## config.mk

```make
export PLATFORM = sky130hd
export DESIGN_NAME = wdit_top
export DESIGN_NICKNAME = d
export VERILOG_FILES = /design/src/inc/wdit_pkg.sv /design/src/inc/wdit_tick_if.sv /design/src/hdl/wdit_prescaler.sv /design/src/hdl/wdit_counter.sv /design/src/hdl/wdit_top.sv
export VERILOG_INCLUDE_DIRS = /design/src /design/src/inc
export SDC_FILE = /design/constraint.sdc
export NUM_CORES = 1
export LEC_CHECK = 0
export BUFFER_PORTS_ARGS = -buffer_cell sky130_fd_sc_hd__buf_2
export CAP_MARGIN = 25
export CORE_MARGIN = 3
export CORE_UTILIZATION = 28
export CTS_CLUSTER_DIAMETER = 80
export DETAILED_ROUTE_END_ITERATION = 10
export PLACE_DENSITY = 0.54
export SYNTH_ARGS = -nofsm -noshare
export SYNTH_HDL_FRONTEND = slang
export SYNTH_SLANG_ARGS = --single-unit
```

## constraint.sdc

```tcl
create_clock -name mclk_i -period 3.79 [get_ports mclk_i]
set_input_delay 0.758 -clock mclk_i [delete_from_list [all_inputs] [get_ports mclk_i]]
set_output_delay 0.758 -clock mclk_i [all_outputs]
set_load 0.03 [all_outputs]
```

## src/inc/wdit_cfg.svh

```systemverilog
`ifndef WDIT_CFG_SVH
`define WDIT_CFG_SVH
`define WDIT_ADDR_CLKSEL 16'hff42
`define WDIT_ADDR_MODE 16'hfff9
`define WDIT_CLKSEL_RST 8'h00
`define WDIT_MODE_RST 8'h00
`define WDIT_CLKSEL_MASK 8'h07
`define WDIT_MODE_MASK 8'h98
`define WDIT_BIT_RUN 7
`define WDIT_BIT_WDMODE 4
`define WDIT_BIT_ACTION 3
`define WDIT_PRESC_W 10
`define WDIT_CNT_W 7
`endif

```

## src/inc/wdit_pkg.sv

```systemverilog
package wdit_pkg;
  typedef enum logic [1:0] {
    WDIT_STOPPED,
    WDIT_INTERVAL,
    WDIT_WDOG_NMI,
    WDIT_WDOG_RST
  } wdit_mode_e;
endpackage

```

## src/inc/wdit_tick_if.sv

```systemverilog
`timescale 1ns/1ps
interface wdit_tick_if;
  logic [2:0] sel;
  logic run;
  logic tick;
  modport src (input sel, input run, output tick);
  modport dst (output sel, output run, input tick);
endinterface

```

## src/hdl/wdit_prescaler.sv

```systemverilog
`timescale 1ns/1ps
`include "wdit_cfg.svh"
module wdit_prescaler (
  // clock and reset
  input wire logic mclk_i,
  input wire logic rst_b_i,
  // tick out
  wdit_tick_if.src tk
);
  typedef struct packed {
    logic [`WDIT_PRESC_W-1:0] div;
    logic tick;
  } wdit_presc_s;
  wdit_presc_s s_q, s_d;

  // tap = 4 + 2*code[2:1]; prescaler never cleared by restart
  function automatic logic tap_edge(input logic [`WDIT_PRESC_W-1:0] d, input logic [2:0] sel);
    logic [`WDIT_PRESC_W-1:0] m;
    m = '0;
    case (sel[2:1])
      2'b00: m = 10'h00f;
      2'b01: m = 10'h03f;
      2'b10: m = 10'h0ff;
      default: m = 10'h3ff;
    endcase
    return (d & m) == m;
  endfunction

  always_comb begin
    s_d = s_q;
    // stop freezes via run gating in top
    if (tk.run) begin
      s_d.div = s_q.div + 10'h001;
    end
    s_d.tick = tk.run && tap_edge(s_q.div, tk.sel);
  end

  always_ff @(posedge mclk_i or negedge rst_b_i) begin
    if (!rst_b_i) begin
      s_q <= '0;
    end else begin
      s_q <= s_d;
    end
  end

  assign tk.tick = s_q.tick;
endmodule

```

## src/hdl/wdit_counter.sv

```systemverilog
`timescale 1ns/1ps
`include "wdit_cfg.svh"
module wdit_counter (
  // clock and reset
  input wire logic mclk_i,
  input wire logic rst_b_i,
  // control
  input wire logic clear_i,
  input wire logic tick_i,
  // overflow pulse
  output logic ovf_o
);
  typedef struct packed {
    logic [`WDIT_CNT_W-1:0] cnt;
    logic ovf;
  } wdit_cnt_s;
  wdit_cnt_s s_q, s_d;

  always_comb begin
    s_d = s_q;
    s_d.ovf = 1'b0;
    if (clear_i) begin
      s_d.cnt = '0;
    end else if (tick_i) begin
      s_d.cnt = s_q.cnt + 7'h01;
      s_d.ovf = &s_q.cnt;
    end
  end

  always_ff @(posedge mclk_i or negedge rst_b_i) begin
    if (!rst_b_i) begin
      s_q <= '0;
    end else begin
      s_q <= s_d;
    end
  end

  assign ovf_o = s_q.ovf;
endmodule

```

## src/hdl/wdit_top.sv

```systemverilog
`timescale 1ns/1ps
`include "wdit_cfg.svh"
module wdit_top (
  // clock and reset
  input wire logic mclk_i,
  input wire logic rst_b_i,
  // register port
  input wire logic [15:0] reg_addr_i,
  input wire logic reg_wr_i,
  input wire logic [7:0] reg_wdata_i,
  output logic [7:0] reg_rdata_o,
  // power state and interrupt controller flags
  input wire logic stop_mode_i,
  input wire logic timer_irq_request_flag_i,
  input wire logic timer_irq_mask_flag_i,
  // events
  output logic interval_overflow_irq_o,
  output logic interval_irq_pending_o,
  output logic nmi_o,
  output logic wdt_reset_o,
  output logic [1:0] mode_o
);
  typedef struct packed {
    logic [2:0] clk_sel;
    logic run;
    logic wd_mode;
    logic action;
    logic restart;
    logic [7:0] rdata;
    logic irq;
    logic pend;
    logic nmi;
    logic rst;
    wdit_pkg::wdit_mode_e mode;
  } wdit_top_s;
  wdit_top_s s_q, s_d;

  wdit_tick_if tk ();
  logic ovf;
  logic stop_s1_q, stop_s2_q;
  logic wr_clk, wr_mode;

  wdit_prescaler u_presc (
    .mclk_i(mclk_i),
    .rst_b_i(rst_b_i),
    .tk(tk.src)
  );

  wdit_counter u_cnt (
    .mclk_i(mclk_i),
    .rst_b_i(rst_b_i),
    .clear_i(s_q.restart),
    .tick_i(tk.tick),
    .ovf_o(ovf)
  );

  // stop request comes from the power controller, treat as asynchronous
  always_ff @(posedge mclk_i or negedge rst_b_i) begin
    if (!rst_b_i) begin
      stop_s1_q <= 1'b0;
      stop_s2_q <= 1'b0;
    end else begin
      stop_s1_q <= stop_mode_i;
      stop_s2_q <= stop_s1_q;
    end
  end

  assign wr_clk = reg_wr_i && (reg_addr_i == `WDIT_ADDR_CLKSEL);
  assign wr_mode = reg_wr_i && (reg_addr_i == `WDIT_ADDR_MODE);
  assign tk.sel = s_q.clk_sel;
  // halt keeps counting, stop freezes both stages
  assign tk.run = s_q.run && !stop_s2_q;

  always_comb begin
    s_d = s_q;
    s_d.restart = 1'b0;
    s_d.irq = 1'b0;
    s_d.nmi = 1'b0;
    s_d.rst = 1'b0;
    if (wr_clk) begin
      s_d.clk_sel = reg_wdata_i[2:0];
    end
    if (wr_mode) begin
      // each write of one restarts the count
      if (reg_wdata_i[`WDIT_BIT_RUN]) begin
        s_d.run = 1'b1;
        s_d.restart = 1'b1;
      end
      s_d.wd_mode = s_q.wd_mode | reg_wdata_i[`WDIT_BIT_WDMODE];
      s_d.action = s_q.action | reg_wdata_i[`WDIT_BIT_ACTION];
      if (!s_q.wd_mode && reg_wdata_i[`WDIT_BIT_WDMODE] && timer_irq_request_flag_i) begin
        s_d.nmi = 1'b1;
      end
    end
    case ({s_q.wd_mode, s_q.action})
      2'b00: s_d.mode = wdit_pkg::WDIT_STOPPED;
      2'b01: s_d.mode = wdit_pkg::WDIT_INTERVAL;
      2'b10: s_d.mode = wdit_pkg::WDIT_WDOG_NMI;
      default: s_d.mode = wdit_pkg::WDIT_WDOG_RST;
    endcase
    if (ovf) begin
      case (s_q.mode)
        wdit_pkg::WDIT_INTERVAL: s_d.irq = 1'b1;
        wdit_pkg::WDIT_WDOG_NMI: s_d.nmi = 1'b1;
        wdit_pkg::WDIT_WDOG_RST: s_d.rst = 1'b1;
        default: s_d.irq = 1'b0;
      endcase
    end
    // mask gates; priority resolved by controller on this line
    s_d.pend = (s_q.mode == wdit_pkg::WDIT_INTERVAL) && timer_irq_request_flag_i && !timer_irq_mask_flag_i;
    case (reg_addr_i)
      `WDIT_ADDR_CLKSEL: s_d.rdata = {5'h00, s_q.clk_sel} & `WDIT_CLKSEL_MASK;
      `WDIT_ADDR_MODE: s_d.rdata = {s_q.run, 2'h0, s_q.wd_mode, s_q.action, 3'h0} & `WDIT_MODE_MASK;
      default: s_d.rdata = 8'h00;
    endcase
  end

  // registers reset to zero; run cleared only here
  always_ff @(posedge mclk_i or negedge rst_b_i) begin
    if (!rst_b_i) begin
      s_q <= '0;
    end else begin
      s_q <= s_d;
    end
  end

  // irq pulse sets the request flag in the controller
  assign interval_overflow_irq_o = s_q.irq;
  assign interval_irq_pending_o = s_q.pend;
  assign nmi_o = s_q.nmi;
  assign wdt_reset_o = s_q.rst;
  assign reg_rdata_o = s_q.rdata;
  assign mode_o = s_q.mode;
endmodule

```

==> impl_table.tex <==
\begin{tabular}{lr}
\hline
Metric & Value \\
\hline
\multicolumn{2}{l}{\textbf{Global routing}} \\
\quad Global-route congestion overflow total & 0 \\
\quad Global-route wire length before repair & 5.06 mm \\
\quad Pin count of the biggest net entering global routing & 41 \\
\quad Overall global routing resource usage & 9.11\% \\
\quad Number of antenna violations at the first check in global routing & 0 \\
\quad Number of global-route vias before repair & 1082 \\
\multicolumn{2}{l}{\textbf{Route}} \\
\quad DRC errors left & 0 \\
\quad Iteration count of the initial detailed-routing pass & 4 \\
\quad DRT antenna net count & 0 \\
\quad DR WL/cell & 11.8 µm \\
\quad Routed vias/inst & 4.48 \\
\quad Total routed wirelength & 2.91 mm \\
\quad Detailed Route Iter0 Violations & 37 \\
\quad Vias & 1103 \\
\multicolumn{2}{l}{\textbf{Hold path}} \\
\quad Terminating pin of the worst hold path & stop\_s2\_q \\
\quad Class of the tightest hold or removal check & reg -> reg \\
\quad Cell depth of the worst hold path & 0 \\
\quad Hold Crit Start & stop\_s1\_q \\
\multicolumn{2}{l}{\textbf{Clocking}} \\
\quad Number of buffers between clock root and the deepest sink & 2 \\
\quad H-tree depth & 2 \\
\quad Number of clock buffers inserted by TritonCTS & 5 \\
\quad Count of clock tree sinks & 40 \\
\quad Insertion delay to the later sink of the worst-skew pair & 0.29 ns \\
\quad Postcts setup bufs & 0 \\
\quad Clock Root Buffer & clkbuf\_8 \\
\quad Count of instances resized after the clock tree is built & 0 \\
\quad Count of hold buffers inserted by post-cts repair & 0 \\
\quad Post-CTS clock slew at the launch and capture registers of the worst setup and hold paths & 0.07 ns \\
\quad TritonCTS clock tree & built \\
\multicolumn{2}{l}{\textbf{Die}} \\
\quad Starting utilization of the core area & 29.9\% \\
\quad Die outline area & 0.00703 mm² \\
\quad Boundary pin count & 44 \\
\quad Number of rows created at floorplan & 27 \\
\quad Die X-Extent & 83.8 µm \\
\quad Area of the core & 0.00568 mm² \\
\quad Floorplan die height & 83.8 µm \\
\multicolumn{2}{l}{\textbf{Logic synthesis}} \\
\quad Mean post-synth cell area & 12.2 µm² \\
\quad Sequential-to-total area share from yosys stat & 59.0\% \\
\quad Number of synthesized register bits & 40 \\
\quad EDFF count, synth & 0 \\
\quad Area of the mapped netlist & 0.00170 mm² \\
\quad Async set-reset flop share out of synthesis & 100\% \\
\quad Fraction of synthesized cell area taken by the top area cell type & 59.0\% \\
\quad Post-synthesis cell type count & 34 \\
\quad Number of instances in the synthesized netlist & 139 \\
\quad Cell types with the largest area share after synthesis & dfrtp\_1 59\%, buf\_4 4.4\%, xnor2\_1 4.1\% \\
\quad Commonest register cell after synthesis & dfrtp\_1 \\
\quad Yosys synthesis warning count & 0 \\
\quad Cell type with the highest aggregate area in the netlist & dfrtp\_1 \\
\multicolumn{2}{l}{\textbf{STA}} \\
\quad Pins Over Slew Limit & 0 \\
\quad Setup Viol. Count Final & 0 \\
\quad Worst setup skew after layout & 0.00941 ns \\
\quad Final critical-path required period & 2.00 ns \\
\quad Final total negative setup slack & 0 ns \\
\quad Hold violation count in the final report & 0 \\
\quad Unrepaired setup endpoints after global routing & false \\
\quad Final worst-path cycle share & 52.7\% \\
\quad Worst-case headroom to the max-slew limit & 41.6\% \\
\quad Achievable clock frequency & 501 MHz \\
\quad Transition time of the tightest slew-check pin & 0.876 ns \\
\multicolumn{2}{l}{\textbf{Flow run}} \\
\quad Max-cap violations & 0 \\
\multicolumn{2}{l}{\textbf{Worst setup path}} \\
\quad Worst-path maximum fanout & 4 \\
\quad Reg-to-Reg Start & s\_q[17] \\
\quad Endpoint of the lowest-slack register-to-register path & u\_presc.s\_q[7] \\
\quad Family with the most delay on the worst path & simple AND/OR/NAND/NOR gates \\
\quad Arrival time reported for the critical path endpoint & 2.17 ns \\
\quad Crit path required time & 3.96 ns \\
\quad Category of the most critical setup path & in -> reg \\
\quad CP Capture Type & flop \\
\quad Cell-by-cell trace of the critical path & buf\_2 -> or4b\_4 -> nor4\_4 -> nand2\_2 -> mux2\_4 \\
\quad Worst setup slack for register-to-register paths & 2.37 ns \\
\quad Count of cells along the worst register-to-register path & 4 \\
\quad Sort of element at the start of the critical path & input port \\
\quad Buf+Inv Stages, Crit Path & 1 \\
\quad Maximum cell stage delay along the critical path & 0.54 ns \\
\quad Critical-path top delay cell & or4b\_4 \\
\multicolumn{2}{l}{\textbf{Place}} \\
\quad \# port buffers & 39 \\
\quad Half-perimeter wire length of the detailed placement result & 2.13 mm \\
\quad Routability congestion estimate from global placement & 0.739 \\
\multicolumn{2}{l}{\textbf{Layout}} \\
\quad Number of diodes added for antenna fixing & 0 \\
\quad Filler instances & 580 \\
\quad Area added between synthesis and finish & 19.4\% \\
\quad Fraction of final layout cells sized beyond drive strength 1 & 32.8\% \\
\quad Final nets & 205 \\
\multicolumn{2}{l}{\textbf{Power and ir drop}} \\
\quad Combinational cell fraction of total power & 3.7\% \\
\quad Switching power & 0.165 mW \\
\quad Total power & 0.837 mW \\
\quad Power share of the sequential group & 51.1\% \\
\quad Switching portion of total power & 19.7\% \\
\quad Internal Pwr Total & 0.672 mW \\
\quad Share of total power in the clock network & 45.2\% \\
\quad Highest ir drop seen on vdd & 0.178 mV \\
\quad Leakage power of the design & 1.07 nW \\
\quad Power per cell area & 413 mW/mm² \\
\multicolumn{2}{l}{\textbf{Outcome}} \\
\quad Run status & finished, final reports clean \\
\hline
\end{tabular}
routing by layer:
metal / vias to the layer above / track usage (%) / wire length [µm]
met2: 22 / 13.4 / 1400
met5: - / 0 / 0
li1: 532 / - / -
met3: 4 / 3.26 / 155
met1: 545 / 11.9 / 1330
met4: 0 / 4.39 / 32
cell usage in the layout, fill, tap and decap left out, types with 2 or more instances in the layout:
cell | netlist | layout
dfrtp_1 | 40 | 40
buf_2 | 0 | 39
nand2_1 | 11 | 11
nor2_1 | 11 | 11
nand4_1 | 8 | 8
xnor2_1 | 8 | 8
clkbuf_8 | 0 | 7
xor2_1 | 6 | 6
and3_1 | 4 | 4
and2_1 | 4 | 4
nand4b_1 | 3 | 3
a21oi_1 | 3 | 3
mux2_4 | 3 | 3
and4_1 | 2 | 2
and3b_1 | 2 | 2
a31o_2 | 2 | 2
ha_1 | 2 | 2
conb_1 | 1 | 2
through the flow:
stage | util, % | hold WS (ns) | setup slack (ns) | instance area [µm²] | std cells
finish | 35.7 | 0.360 | 1.79 | 2030 | 246
global route | 35.7 | 0.377 | 1.71 | 2030 | 246
CTS | 35.7 | 0.365 | 1.80 | 2030 | 246
detailed placement | 33.5 | 0.347 | 1.49 | 1900 | 238
global placement | 33.5 | 0.334 | 1.48 | 1900 | 238
floorplan | - | 0.331 | 1.69 | 1700 | 140
registers in the layout (all words and copies together), names as in the netlist, 2 cells and up:
name,flops
mode_o,2
tk.sel,3
s_q,4
u_cnt.s_q,7
u_presc.s_q,10
reg_rdata_o,6
power by group through the flow:
stage / Combinational (mW) / Sequential [mW] / Clock [mW]
2_1_floorplan: 0.00836 / 0.437 / 0
3_3_place_gp: 0.0313 / 0.437 / 0
3_5_place_dp: 0.0317 / 0.437 / 0
4_1_cts: 0.0318 / 0.428 / 0.391
5_1_grt: 0.0351 / 0.428 / 0.414
6_report: 0.0309 / 0.428 / 0.378
Yosys cell counts (2+ instances only):
master / n
dfrtp_1: 40
nand2_1: 11
nor2_1: 11
buf_4: 10
nand4_1: 8
xnor2_1: 8
xor2_1: 6
and2_1: 4
and3_1: 4
a21oi_1: 3
clkbuf_1: 3
mux2_4: 3
nand4b_1: 3
a31o_2: 2
and3b_1: 2
and4_1: 2
ha_1: 2
worst reg2reg max path: cells and delay by family, from the launching register on:
family / cells / cell delay [ns]
xor gates and xnor gates: 1 / 0.17
DFF: 1 / 0.38
and+or+nand+nor: 3 / 0.79
layout make-up:
| cell class | count | area, µm² | share of cell area [%] |
|---|---|---|---|
| sequential | 40 | 1000 | 49.4 |
| multi-input combinational | 86 | 609 | 30.1 |
| timing repair buffer | 39 | 195 | 9.64 |
| clock buffer | 7 | 96.3 | 4.76 |
| tap | 72 | 90.1 | 4.45 |
| clock inverter | 1 | 30.0 | 1.48 |
| inverter | 1 | 3.75 | 0.185 |
kinds of logic after synthesis:
family	count (synthesis)	share of synthesized area, %
DFF	40	59.0
adders and majority gates	2	1.47
and+or+nand+nor	56	20.3
muxes	5	3.91
buffers and inverters	14	5.31
other	1	0.221
AOI/OAI and AO/OA	7	2.58
xor gates and xnor gates	14	7.23
worst max-delay path by stage:
stage                  start  cells after the start  slack [ns]         to
2_1_floorplan  reg_addr_i[0]                      4        1.69  tk.sel[0]
3_3_place_gp   reg_addr_i[0]                      5        1.48  tk.sel[0]
3_5_place_dp   reg_addr_i[0]                      5        1.49  tk.sel[1]
4_1_cts        reg_addr_i[0]                      5        1.80  tk.sel[0]
5_1_grt        reg_addr_i[2]                      5        1.71    s_q[15]
6_report       reg_addr_i[0]                      5        1.79  tk.sel[0]
(Power assumes the default switching activity.)
